<file path="src/srft_pkg.sv">
// shared constants and types for the row, frame and offset timing block
package srft_pkg;
    // ------------------------------------------------------------
    // timing figures
    // ------------------------------------------------------------
    localparam int SRFT_ROW_OVH = 19;
    localparam int SRFT_CLAMP_LIM = 719;
    localparam int SRFT_SF_STEP = 16;
    localparam int SRFT_DARK_SKIP = 2;
    localparam int SRFT_CLK_PERIOD_NS = 5;
    localparam int SRFT_SETTLE_NS = 137000;
    localparam int SRFT_SETTLE_CYC = (SRFT_SETTLE_NS + SRFT_CLK_PERIOD_NS - 1) / SRFT_CLK_PERIOD_NS;
    // ------------------------------------------------------------
    // widths and sizes
    // ------------------------------------------------------------
    localparam int SRFT_NUM_COLS = 704;
    localparam int SRFT_COL_W = 10;
    localparam int SRFT_COEF_W = 4;
    localparam int SRFT_GOFS_W = 5;
    localparam int SRFT_VCW_W = 12;
    localparam int SRFT_VRD_W = 12;
    localparam int SRFT_SH_W = 4;
    localparam int SRFT_CINT_W = 12;
    localparam int SRFT_SINT_W = 16;
    localparam int SRFT_CNT_W = 14;
    localparam int SRFT_DIV_W = 4;
    localparam int SRFT_SETTLE_W = 16;
    // ------------------------------------------------------------
    // reset values
    // ------------------------------------------------------------
    localparam logic [SRFT_CNT_W-1:0] SRFT_CNT_RST = 14'h0000;
    localparam logic [SRFT_VRD_W-1:0] SRFT_SLOT_RST = 12'h000;
    localparam logic [SRFT_GOFS_W-1:0] SRFT_OFS_RST = 5'h00;
    // ------------------------------------------------------------
    // sequencer states
    // ------------------------------------------------------------
    typedef enum logic [1:0] {
        SRFT_IDLE = 2'b00,
        SRFT_READ = 2'b01,
        SRFT_SF_INTEG = 2'b10,
        SRFT_SF_XFER = 2'b11
    } srft_state_t;
endpackage

</file>
<file path="src/srft_col_ram.sv">
// per-column offset coefficient store, one write port, asynchronous read
`timescale 1ns/100ps
module srft_col_ram
    import srft_pkg::*;
#(
    parameter int DEPTH = SRFT_NUM_COLS,
    parameter int AW = SRFT_COL_W,
    parameter int DW = SRFT_COEF_W
) (
    input wire logic mclk_in,
    input wire logic wr_en_in,
    input wire logic [AW-1:0] wr_addr_in,
    input wire logic [DW-1:0] wr_data_in,
    input wire logic [AW-1:0] rd_addr_in,
    output logic [DW-1:0] rd_data_out
);
    // ------------------------------------------------------------
    // storage
    // ------------------------------------------------------------
    logic [DW-1:0] mem [DEPTH];

    if (DEPTH > (1 << AW)) begin : g_chk
        $error("srft_col_ram: depth exceeds address range");
    end

    always_ff @(posedge mclk_in) begin
        if (wr_en_in && (int'(wr_addr_in) < DEPTH)) begin
            mem[wr_addr_in] <= wr_data_in;
        end
    end

    always_comb begin
        if (int'(rd_addr_in) < DEPTH) begin
            rd_data_out = mem[rd_addr_in];
        end else begin
            rd_data_out = '0;
        end
    end
endmodule

</file>
<file path="src/srft_timing.sv">
// row, frame clamp, integration timing and column offset control
`timescale 1ns/100ps
module srft_timing
    import srft_pkg::*;
#(
    parameter int SETTLE_CYCLES = SRFT_SETTLE_CYC,
    parameter int NUM_COLS = SRFT_NUM_COLS
) (
    input wire logic mclk_in,
    input wire logic rst_b_in,
    input wire logic [SRFT_VCW_W-1:0] vcw_in,
    input wire logic [SRFT_VRD_W-1:0] vrd_in,
    input wire logic [SRFT_SH_W-1:0] shs_in,
    input wire logic [SRFT_SH_W-1:0] shr_in,
    input wire logic [SRFT_CINT_W-1:0] cint_in,
    input wire logic [SRFT_SINT_W-1:0] sint_in,
    input wire logic single_frame_capture_in,
    input wire logic snap_start_in,
    input wire logic frame_black_clamp_dis_in,
    input wire logic per_column_en_in,
    input wire logic host_coef_mode_in,
    input wire logic [SRFT_GOFS_W-1:0] global_offset_in,
    input wire logic auto_coef_wr_in,
    input wire logic [SRFT_COEF_W-1:0] auto_coef_in,
    input wire logic coef_wr_in,
    input wire logic [SRFT_COL_W-1:0] coef_addr_in,
    input wire logic [SRFT_COEF_W-1:0] coef_data_in,
    output logic continuous_capture_out,
    output logic row_below_limit_out,
    output logic slot_start_out,
    output logic frame_start_out,
    output logic [SRFT_VRD_W-1:0] slot_index_out,
    output logic integ_reset_out,
    output logic [SRFT_VRD_W-1:0] integ_row_out,
    output logic global_reset_out,
    output logic transfer_out,
    output logic clamp_cap_a_out,
    output logic clamp_cap_b_out,
    output logic amp_cm_clamp_out,
    output logic clamp_settled_out,
    output logic col_valid_out,
    output logic [SRFT_COL_W-1:0] col_index_out,
    output logic [SRFT_GOFS_W-1:0] offset_adjust_out
);
    if (SETTLE_CYCLES < 1 || SETTLE_CYCLES >= (1 << SRFT_SETTLE_W)) begin : g_chk_settle
        $error("srft_timing: settle count out of range");
    end
    if (NUM_COLS < 1 || NUM_COLS > (1 << SRFT_COL_W)) begin : g_chk_cols
        $error("srft_timing: column count out of range");
    end

    // ------------------------------------------------------------
    // interval lengths
    // ------------------------------------------------------------
    logic [SRFT_CNT_W-1:0] row_len;
    logic [SRFT_CNT_W-1:0] clamp_len;
    logic [SRFT_CNT_W-1:0] slot_len;
    logic below_lim;

    assign row_len = SRFT_CNT_W'(vcw_in) + SRFT_CNT_W'(shs_in) + SRFT_CNT_W'(shr_in)
        + SRFT_CNT_W'(SRFT_ROW_OVH);
    assign clamp_len = SRFT_CNT_W'(SRFT_CLAMP_LIM) + SRFT_CNT_W'(shs_in) + SRFT_CNT_W'(shr_in)
        + SRFT_CNT_W'(SRFT_ROW_OVH);
    assign below_lim = row_len < SRFT_CNT_W'(SRFT_CLAMP_LIM);
    // slot 0 is the frame boundary slot: clamp interval or one extra row
    assign slot_len = (slot_index_out == SRFT_SLOT_RST && below_lim) ? clamp_len : row_len;

    // ------------------------------------------------------------
    // sequencer
    // ------------------------------------------------------------
    srft_state_t state_reg, state_next;
    logic [SRFT_CNT_W-1:0] cyc_reg, cyc_next;
    logic [SRFT_VRD_W-1:0] slot_reg, slot_next;
    logic [SRFT_DIV_W-1:0] div_reg, div_next;
    logic [SRFT_SINT_W-1:0] step_reg, step_next;
    logic slot_start_reg, slot_start_next;
    logic frame_start_reg, frame_start_next;
    logic integ_reset_reg, integ_reset_next;
    logic [SRFT_VRD_W-1:0] integ_row_reg, integ_row_next;
    logic global_reset_reg, global_reset_next;
    logic xfer_reg, xfer_next;
    logic clamp_reg, clamp_next;
    logic [SRFT_SETTLE_W-1:0] settle_reg, settle_next;
    logic settled_reg, settled_next;
    logic [SRFT_VRD_W:0] isum;

    always_comb begin
        state_next = state_reg;
        cyc_next = cyc_reg;
        slot_next = slot_reg;
        div_next = div_reg;
        step_next = step_reg;
        slot_start_next = 1'b0;
        frame_start_next = 1'b0;
        global_reset_next = 1'b0;
        xfer_next = 1'b0;
        case (state_reg)
            SRFT_IDLE: begin
                if (!single_frame_capture_in) begin
                    state_next = SRFT_READ;
                    cyc_next = SRFT_CNT_RST;
                    slot_next = SRFT_SLOT_RST;
                    slot_start_next = 1'b1;
                    frame_start_next = 1'b1;
                end else if (snap_start_in) begin
                    global_reset_next = 1'b1;
                    div_next = '0;
                    step_next = '0;
                    if (sint_in == '0) begin
                        state_next = SRFT_SF_XFER;
                        xfer_next = 1'b1;
                    end else begin
                        state_next = SRFT_SF_INTEG;
                    end
                end
            end
            SRFT_READ: begin
                if (cyc_reg >= slot_len - 1'b1) begin
                    cyc_next = SRFT_CNT_RST;
                    slot_start_next = 1'b1;
                    if (slot_reg == vrd_in) begin
                        slot_next = SRFT_SLOT_RST;
                        if (single_frame_capture_in) begin
                            state_next = SRFT_IDLE;
                            slot_start_next = 1'b0;
                        end else begin
                            frame_start_next = 1'b1;
                        end
                    end else begin
                        slot_next = slot_reg + 1'b1;
                    end
                end else begin
                    cyc_next = cyc_reg + 1'b1;
                end
            end
            SRFT_SF_INTEG: begin
                // divider gives one step enable every 16 clocks
                div_next = div_reg + 1'b1;
                if (div_reg == SRFT_DIV_W'(SRFT_SF_STEP - 1)) begin
                    step_next = step_reg + 1'b1;
                    if (step_reg + 1'b1 == sint_in) begin
                        state_next = SRFT_SF_XFER;
                        xfer_next = 1'b1;
                    end
                end
            end
            SRFT_SF_XFER: begin
                state_next = SRFT_READ;
                cyc_next = SRFT_CNT_RST;
                slot_next = SRFT_SLOT_RST;
                slot_start_next = 1'b1;
                frame_start_next = 1'b1;
            end
            default: begin
                state_next = SRFT_IDLE;
            end
        endcase
        // rolling reset pointer leads the read slot by cint+1 slots
        isum = {1'b0, slot_next} + (SRFT_VRD_W+1)'(cint_in) + 1'b1;
        if (isum > {1'b0, vrd_in}) begin
            isum = isum - ({1'b0, vrd_in} + 1'b1);
        end
        if (isum > {1'b0, vrd_in}) begin
            isum = {1'b0, vrd_in};
        end
        integ_row_next = isum[SRFT_VRD_W-1:0];
        integ_reset_next = slot_start_next && !single_frame_capture_in;
        clamp_next = (state_next == SRFT_READ) && !frame_black_clamp_dis_in
            && (slot_next == SRFT_VRD_W'(SRFT_DARK_SKIP + 1));
        if (frame_black_clamp_dis_in) begin
            settle_next = '0;
        end else if (clamp_reg && settle_reg < SRFT_SETTLE_W'(SETTLE_CYCLES)) begin
            settle_next = settle_reg + 1'b1;
        end else begin
            settle_next = settle_reg;
        end
        settled_next = settle_next >= SRFT_SETTLE_W'(SETTLE_CYCLES);
    end

    always_ff @(posedge mclk_in or negedge rst_b_in) begin
        if (!rst_b_in) begin
            state_reg <= SRFT_IDLE;
            cyc_reg <= SRFT_CNT_RST;
            slot_reg <= SRFT_SLOT_RST;
            div_reg <= '0;
            step_reg <= '0;
            slot_start_reg <= 1'b0;
            frame_start_reg <= 1'b0;
            integ_reset_reg <= 1'b0;
            integ_row_reg <= SRFT_SLOT_RST;
            global_reset_reg <= 1'b0;
            xfer_reg <= 1'b0;
            clamp_reg <= 1'b0;
            settle_reg <= '0;
            settled_reg <= 1'b0;
        end else begin
            state_reg <= state_next;
            cyc_reg <= cyc_next;
            slot_reg <= slot_next;
            div_reg <= div_next;
            step_reg <= step_next;
            slot_start_reg <= slot_start_next;
            frame_start_reg <= frame_start_next;
            integ_reset_reg <= integ_reset_next;
            integ_row_reg <= integ_row_next;
            global_reset_reg <= global_reset_next;
            xfer_reg <= xfer_next;
            clamp_reg <= clamp_next;
            settle_reg <= settle_next;
            settled_reg <= settled_next;
        end
    end

    assign slot_index_out = slot_reg;
    assign slot_start_out = slot_start_reg;
    assign frame_start_out = frame_start_reg;
    assign integ_reset_out = integ_reset_reg;
    assign integ_row_out = integ_row_reg;
    assign global_reset_out = global_reset_reg;
    assign transfer_out = xfer_reg;
    assign clamp_cap_a_out = clamp_reg;
    assign clamp_cap_b_out = clamp_reg;
    assign amp_cm_clamp_out = clamp_reg;
    assign clamp_settled_out = settled_reg;

    // ------------------------------------------------------------
    // column offset path
    // ------------------------------------------------------------
    logic col_live;
    logic [SRFT_COL_W-1:0] col_addr;
    logic ram_wr;
    logic [SRFT_COL_W-1:0] ram_waddr;
    logic [SRFT_COEF_W-1:0] ram_wdata;
    logic [SRFT_COEF_W-1:0] coef;
    logic col_valid_reg, col_valid_next;
    logic [SRFT_COL_W-1:0] col_reg, col_next;
    logic [SRFT_GOFS_W-1:0] ofs_reg, ofs_next;
    logic mode_reg, mode_next;
    logic lim_reg, lim_next;

    assign col_live = (state_reg == SRFT_READ) && (slot_reg != SRFT_SLOT_RST)
        && (cyc_reg < SRFT_CNT_W'(NUM_COLS));
    assign col_addr = cyc_reg[SRFT_COL_W-1:0];

    always_comb begin
        // host writes win over the automatic generator
        if (coef_wr_in) begin
            ram_wr = 1'b1;
            ram_waddr = coef_addr_in;
            ram_wdata = coef_data_in;
        end else begin
            ram_wr = auto_coef_wr_in && !host_coef_mode_in && col_live;
            ram_waddr = col_addr;
            ram_wdata = auto_coef_in;
        end
        col_valid_next = col_live;
        col_next = col_live ? col_addr : '0;
        if (per_column_en_in) begin
            // 4-bit sign/magnitude widened to the 5-bit sign/magnitude lane
            ofs_next = {coef[SRFT_COEF_W-1], 1'b0, coef[SRFT_COEF_W-2:0]};
        end else begin
            ofs_next = global_offset_in;
        end
        mode_next = (state_next != SRFT_IDLE || !single_frame_capture_in)
            && !single_frame_capture_in;
        lim_next = below_lim;
    end

    always_ff @(posedge mclk_in or negedge rst_b_in) begin
        if (!rst_b_in) begin
            col_valid_reg <= 1'b0;
            col_reg <= '0;
            ofs_reg <= SRFT_OFS_RST;
            mode_reg <= 1'b1;
            lim_reg <= 1'b0;
        end else begin
            col_valid_reg <= col_valid_next;
            col_reg <= col_next;
            ofs_reg <= ofs_next;
            mode_reg <= mode_next;
            lim_reg <= lim_next;
        end
    end

    assign col_valid_out = col_valid_reg;
    assign col_index_out = col_reg;
    assign offset_adjust_out = ofs_reg;
    assign continuous_capture_out = mode_reg;
    assign row_below_limit_out = lim_reg;

    srft_col_ram #(
        .DEPTH(NUM_COLS),
        .AW(SRFT_COL_W),
        .DW(SRFT_COEF_W)
    ) i_srft_col_ram (
        .mclk_in(mclk_in),
        .wr_en_in(ram_wr),
        .wr_addr_in(ram_waddr),
        .wr_data_in(ram_wdata),
        .rd_addr_in(col_addr),
        .rd_data_out(coef)
    );

    logic [SRFT_SINT_W+SRFT_DIV_W-1:0] sf_cnt_reg;
    always_ff @(posedge mclk_in or negedge rst_b_in) begin
        if (!rst_b_in) begin
            sf_cnt_reg <= '0;
        end else if (global_reset_next) begin
            sf_cnt_reg <= '0;
        end else if (state_reg == SRFT_SF_INTEG) begin
            sf_cnt_reg <= sf_cnt_reg + 1'b1;
        end
    end
endmodule

</file>
<file path="config.mk">
export PLATFORM = sky130hd
export DESIGN_NAME = srft_timing
export DESIGN_NICKNAME = d
export VERILOG_FILES = /design/src/srft_pkg.sv /design/src/srft_col_ram.sv /design/src/srft_timing.sv
export SDC_FILE = /design/constraint.sdc
export NUM_CORES = 2
export LEC_CHECK = 0
export BUFFER_PORTS_ARGS = -buffer_cell sky130_fd_sc_hd__buf_2
export CORE_UTILIZATION = 29
export CTS_BUF_LIST = sky130_fd_sc_hd__clkbuf_8
export DETAILED_ROUTE_END_ITERATION = 6
export PLACE_DENSITY = 0.5
export SYNTH_ARGS = -nofsm -noshare
export SYNTH_HDL_FRONTEND = slang
export SYNTH_SLANG_ARGS = --single-unit
</file>
<file path="constraint.sdc">
create_clock -name mclk_in -period 12.1 [get_ports mclk_in]
set_input_delay 2.42 -clock mclk_in [delete_from_list [all_inputs] [get_ports mclk_in]]
set_output_delay 2.42 -clock mclk_in [all_outputs]
set_load 0.02 [all_outputs]
</file>
Yosys cells after proc, flatten, opt, wreduce, memory -nomap -nowiden
Memories as Yosys holds them, arrays and structs flattened.
Cells that the tools add are included.
- register bits: 101
- bits in writable memories: 2816
- input port bits: 92
- output and inout bits: 51
- logic and storage cells: 134
- memories: 1
- memories (memory ; words ; bits a word ; read ports ; clocked after Yosys merged registers in ; wr ports ; RTL line ; RTL):
    i_srft_col_ram.mem ; 704 ; 4 ; 1 ; 0 ; 1 ; srft_col_ram.sv:20 ; logic [DW-1:0] mem [DEPTH];
- $add $sub $neg: 16
- order comparisons: 9
- eq/ne operators: 12
- multiplexer cells: 52
- reductions and logical operators: 25
- operator list (operator ; count):
    $mux 16 ; 5
    $mux 12 ; 4
    $mux 14 ; 3
    $pmux 14 s3 ; 1
    $pmux 12 s3 ; 1
    $add 16x1->16 const B ; 2
    $pmux 16 s2 ; 1
    $lt 14x10->1 const B ; 2
    $gt 13x12->1 ; 2
    $lt 10x10->1 const B ; 2
    $mux 10 ; 2
    $mux 1 ; 17
    $eq 16x16->1 ; 1
    $ge 16x15->1 const B ; 1
    $logic_not 16->1 ; 1
    $lt 16x15->1 const B ; 1
    $mux 4 ; 4
    $add 13x4->14 ; 1
    $add 14x1->14 const B ; 1
    $add 14x5->14 const B ; 1
    $ge 14x14->1 ; 1
    $mux 2 ; 7
    $sub 14x1->14 const B ; 1
    $add 12x1->13 const B ; 1
    32 further kinds ; 51

Depth between registers and ports, before layout
- word-level depth: 16
- depth in mapped cells: 60
- gate-level depth less buffers: 55

Hierarchy
From an unflattened synthesis, not the netlist that was laid out.
- cell total of the unflattened synthesis: 6514
- area total of the unflattened synthesis: 119890.0 um^2
- by module, submodules not included (module ; times used ; cells each ; area each (um^2) ; sequential area each (um^2)):
    srft_col_ram ; 1 ; 5487 ; 111094.0 ; 84561.1
    srft_timing ; 1 ; 1027 ; 8795.9 ; 2528.7

Worst setup path after synthesis
No wires, ideal clock.
- kind: input to register
- start: in shs_in[1]
- end: reg integ_row_reg[10] (netlist: integ_row_out[10])
- library setup time: 125 ps
- data arrival time: 13538 ps
- required time: 11975 ps
- setup slack: -1563 ps
- stages on the path: 59
- path buffers: 5
- cell sequence: inv_1 > ha_1 > inv_1 > fa_1 > ha_1 > inv_1 > fa_1 > nor2b_1 > o221ai_2 > a21oi_1 > xor2_1 > o2111ai_1 > and3_1 > buf_2 > mux2i_1 > ha_1 > nand3_1 > nor3_1 > [23 not listed] > o21ai_0 > a21oi_1 > o41ai_1 > a21oi_1 > nand2b_1 > clkbuf_1 > clkbuf_1 > mux2_1 > ha_1 > a21o_1 > a21o_1 > a2111oi_0 > nand2_1 > o21ai_0 > a21oi_1 > a211oi_4 > buf_12 > mux2_4
- cells in the longest elaborated chain, start to end: 16
- elaborated cells between the ends (all ways): 20
- classes of those cells: add/sub (10); order compare (4); mux (5); reduce/logical (1)
- ends and longest elaborated chain (element ; RTL line ; RTL):
    start: declaration ; srft_timing.sv:13 ; input wire logic [SRFT_SH_W-1:0] shs_in,
    $add 12x4->13 ; srft_timing.sv:60 ; assign row_len = SRFT_CNT_W'(vcw_in) + SRFT_CNT_W'(shs_in) + SRFT_CNT_W'(shr_in)
    $add 13x4->14 ; srft_timing.sv:60 ;
    $add 14x5->14 ; srft_timing.sv:61 ; + SRFT_CNT_W'(SRFT_ROW_OVH);
    $lt 14x10->1 ; srft_timing.sv:64 ; assign below_lim = row_len < SRFT_CNT_W'(SRFT_CLAMP_LIM);
    $logic_and 1x1->1 ; srft_timing.sv:66 ; assign slot_len = (slot_index_out == SRFT_SLOT_RST && below_lim) ? clamp_len : row_len;
    $mux 14 * ; srft_timing.sv:66 ;
    $sub 14x1->14 * ; srft_timing.sv:118 ; if (cyc_reg >= slot_len - 1'b1) begin
    $ge 14x14->1 * ; srft_timing.sv:118 ;
    [2 not listed] ; - ;
    net slot_next[2] ; srft_timing.sv:73 ; logic [SRFT_VRD_W-1:0] slot_reg, slot_next;
    $add 12x12->13 * ; srft_timing.sv:159 ; isum = {1'b0, slot_next} + (SRFT_VRD_W+1)'(cint_in) + 1'b1;
    $add 13x1->13 * ; srft_timing.sv:159 ;
    $sub 13x13->13 / $gt 13x12->1 (equally long branches) ; srft_timing.sv:161, srft_timing.sv:160 ;
    $mux 13 * ; srft_timing.sv:160 ; if (isum > {1'b0, vrd_in}) begin
    $gt 13x12->1 ; srft_timing.sv:163 ; if (isum > {1'b0, vrd_in}) begin
    $mux 12 * ; srft_timing.sv:163 ;
    net isum[10] ; srft_timing.sv:85 ; logic [SRFT_VRD_W:0] isum;
    end signal: assignment ; srft_timing.sv:205 ; integ_row_reg <= integ_row_next;
    end: declaration ; srft_timing.sv:79 ; logic [SRFT_VRD_W-1:0] integ_row_reg, integ_row_next;
Mark *: on every way through the listed nets, which the timed path passes. The rest lies on a longest branch.
A chain may end at the register's enable or synchronous reset.

Worst setup path in the final report
- start: in shs_in[1]
- end: reg integ_row_reg[8] (netlist: integ_row_out[8])
The elaborated chain is that of the path after synthesis.

==> results.cfg <==
[outcome]
outcome = finished with violations
violations = negative setup slack

[setup_path]
path_class = in2reg
worstPathArrival_ns = 13.22
required_ns = 13.15
max_stage_delay_ns = 0.51
slowest_stage = fa_1
cp_max_fo = 6
end_kind = flip-flop
start_kind = input port

[global_routing]
grt.total_usage_pct = 16.2
grt-ovfl-total = 0
grt_pass1_vias = 66800
grt_pass1_wl_um = 493000
grt_max_degree = 207
antenna_found_initial = 21

[clock_network]
path_clk_slew_ns = 0.06
clk_latency_ns = 1.17
cts.sinks = 2917
cts_root_buf = clkbuf_8
cts_buffer_depth = 4
cts_tree = done
cts_buffers = 478
htree_levels = 5

[finish]
area_growth_pct = 14.8
layout.nets = 7127
drive_above_1_share_pct = 27.1
stdcell_area_mm2 = 0.137
largest_reg_flops = 2816
final_core_util_pct = 33.5
finalNonFillerCells = 12800

[job]
drv_cap = 0

[sta]
fin_ws_ns = -0.0723
setup_viol = 12
worst_slew_pin_slew_ns = 1.36
drv_slew = 0
rsz0062_at_grt = yes
period_minus_slack_ns = 12.17
min_period_over_period_pct = 101
fmax_ghz = 0.0822
finClkSkew_ns = 0.138
final_hold_viol_count = 0
slew_headroom_pct = 9.19

[place]
dpl.cell_count = 11900
io_buffers = 142
dpl.hpwl_um = 208000
gp_congestion = 0.831
placed_cell_area_mm2 = 0.128

[drt]
wl_um = 344000
wire_per_inst_um = 26.9
drtIter0Drc = 6612
vias = 64200
vias_per_cell = 5.01
drc_errors = 0
dr.pass1.iters = 6
ant_nets = 0

[floorplanning]
initial_utilization_pct = 29.2
core-area_mm2 = 0.410
io_pins = 143
die_w_um = 644
die_area_mm2 = 0.415
dieHeight_um = 644
rows = 235

[synthesis]
syn-cell-area_mm2 = 0.120
syn_avg_cell_area_um2 = 18.6
synth_nets = 6607
seq_area_frac_synth_pct = 72.9
synthCells = 6430
ys_ff_latch = 2917
ys.flop_type = edfxtp_1
ys_types = 93
synth-edff-count = 2816
async_flop_share_pct = 3.46
synth_warnings = 0

[power]
irDropWorstVdd_mv = 0.163
finalPower_mw = 27.4
p_per_area_mw_per_mm2 = 200
cellLeakagePower_nw = 43.9

[hold_path]
hold_path.class = reg2reg
[cell usage after synthesis (all sizes together), types with 14 or more instances]
master  number  share of area (%)
a211oi      14              0.098
a21o        18               0.11
a21oi      141               0.59
a22o        43               0.32
a22oi      126               0.79
a31oi       35               0.19
and2        25               0.13
and3        19               0.10
buf        154               0.87
clkbuf     270               0.86
dfrtp      100                2.1
edfxtp    2816                 71
ha          78               0.82
inv         64               0.20
mux2        61               0.61
mux2i       86               0.72
mux4       736                 14
nand2      197               0.62
nand3       64               0.28
nand4       31               0.16
nor2       847                2.7
nor2b       25               0.13
nor3        43               0.19
nor4        14              0.086
o21a        17               0.11
o21ai      103               0.43
o221ai      36               0.27
xnor2       53               0.39
xor2        32               0.23
[power breakdown]
group / internal (mW) / switching (mW) / total [mW]
Combinational: 3.23 / 4.76 / 7.99
Clock: 3.98 / 4.03 / 8.01
Sequential: 11.2 / 0.181 / 11.4
Total: 18.4 / 8.97 / 27.4
[logic make-up (layout without fill, tap and decap cells)]
| kind of cell | count (synthesis) | after routing | synth area share, % |
|---|---|---|---|
| XOR/XNOR | 85 | 85 | 0.623 |
| buffers and inverters | 488 | 1403 | 1.92 |
| adder cells (fa/ha/maj) | 85 | 85 | 0.934 |
| flip-flops | 2917 | 2917 | 72.9 |
| multiplexers | 883 | 883 | 15.2 |
| other | 0 | 15 | 0 |
| AO/OA/AOI/OAI | 635 | 635 | 3.65 |
| AND/OR/NAND/NOR | 1337 | 1337 | 4.81 |
[timing repair]
action / CTS / global route
setup buffers: 5 / 17
gates cloned: 1 / 0
hold endpoints to repair: 0 / 0
resized for setup: 11 / 61
hold buffers: 0 / 0
pin swaps: 12 / 45
setup endpoints to repair: 12 / 12
[metrics by stage]
stage | setup TNS (ns) | setup slack, ns | hold slack, ns
3_5_place_dp | -17.82 | -1.52 | 0.495
2_1_floorplan | -8.54 | -0.729 | 0.468
4_1_cts | 0 | 0.0329 | 0.502
6_report | -0.794 | -0.0723 | 0.497
3_3_place_gp | -15.46 | -1.32 | 0.486
5_1_grt | -5.36 | -0.456 | 0.520
[metal layers]
metal  vias up  part of all wire (%)  routed length [um]  GRT usage (%)
li1      27100                     -                   -              -
met1     34200                    42              146000           21.9
met2      2365                    48              166000           26.8
met3       516                   6.5               22200           2.71
met4         0                   2.9               10100           4.94
met5         -                     0                   0              0
[final cells by class]
type | instances | area, um2
timing repair buffer | 464 | 3380
fill | 39100 | 273000
clock inverter | 394 | 2110
sequential | 2917 | 87100
tap | 5451 | 6820
clock buffer | 481 | 6620
inverter | 64 | 263
multi-input combinational | 3025 | 30800
antenna | 15 | 37.5
[path summary, 6_finish.rpt]
kind | start | end | slack, ns | cells past startpoint
max | shs_in[1] | integ_row_out[8]$_DFF_PN0_ | -0.07 | 60
min | div_reg[0]$_DFFE_PN0P_ | div_reg[0]$_DFFE_PN0P_ | 0.50 | 1
max reg2reg | slot_index_out[1]$_DFF_PN0_ | integ_row_out[8]$_DFF_PN0_ | 1.90 | 51
min reg2reg | div_reg[0]$_DFFE_PN0P_ | div_reg[0]$_DFFE_PN0P_ | 0.50 | 1
max in group asynchronous | rst_b_in | settle_reg[2]$_DFF_PN0_ | 9.53 | 2
min in group asynchronous | rst_b_in | integ_row_out[4]$_DFF_PN0_ | 1.26 | 1
[cells in the final DEF, fill, tap and decap left out, drive strengths merged, types with 15 or more instances in the layout]
cell type  netlist  final
diode            0     15
and2            25     25
dfrtp          100    100
edfxtp        2816   2816
a31oi           35     35
clkinv           0    194
nand4           31     31
mux4           736    736
mux2i           86     86
o221ai          36     36
nor2b           25     25
mux2            61     61
o21ai          103    103
nand2          197    197
nand3           64     64
clkbuf         270    481
buf            154    464
ha              78     78
a21oi          141    141
a22o            43     43
xnor2           53     53
and3            19     19
nor2           847    847
inv             64    243
xor2            32     32
nor3            43     43
o21a            17     17
a22oi          126    126
a21o            18     18
[worst max-delay path, delay by kind of cell]
| family | cells | cell delay, ns |
|---|---|---|
| AO/OA/AOI/OAI | 21 | 3.61 |
| adder cells (fa/ha/maj) | 9 | 2.59 |
| AND/OR/NAND/NOR | 13 | 2.22 |
| multiplexers | 5 | 1.14 |
| buffers and inverters | 10 | 1.02 |
| XOR/XNOR | 2 | 0.21 |
(Power assumes the default switching activity.)
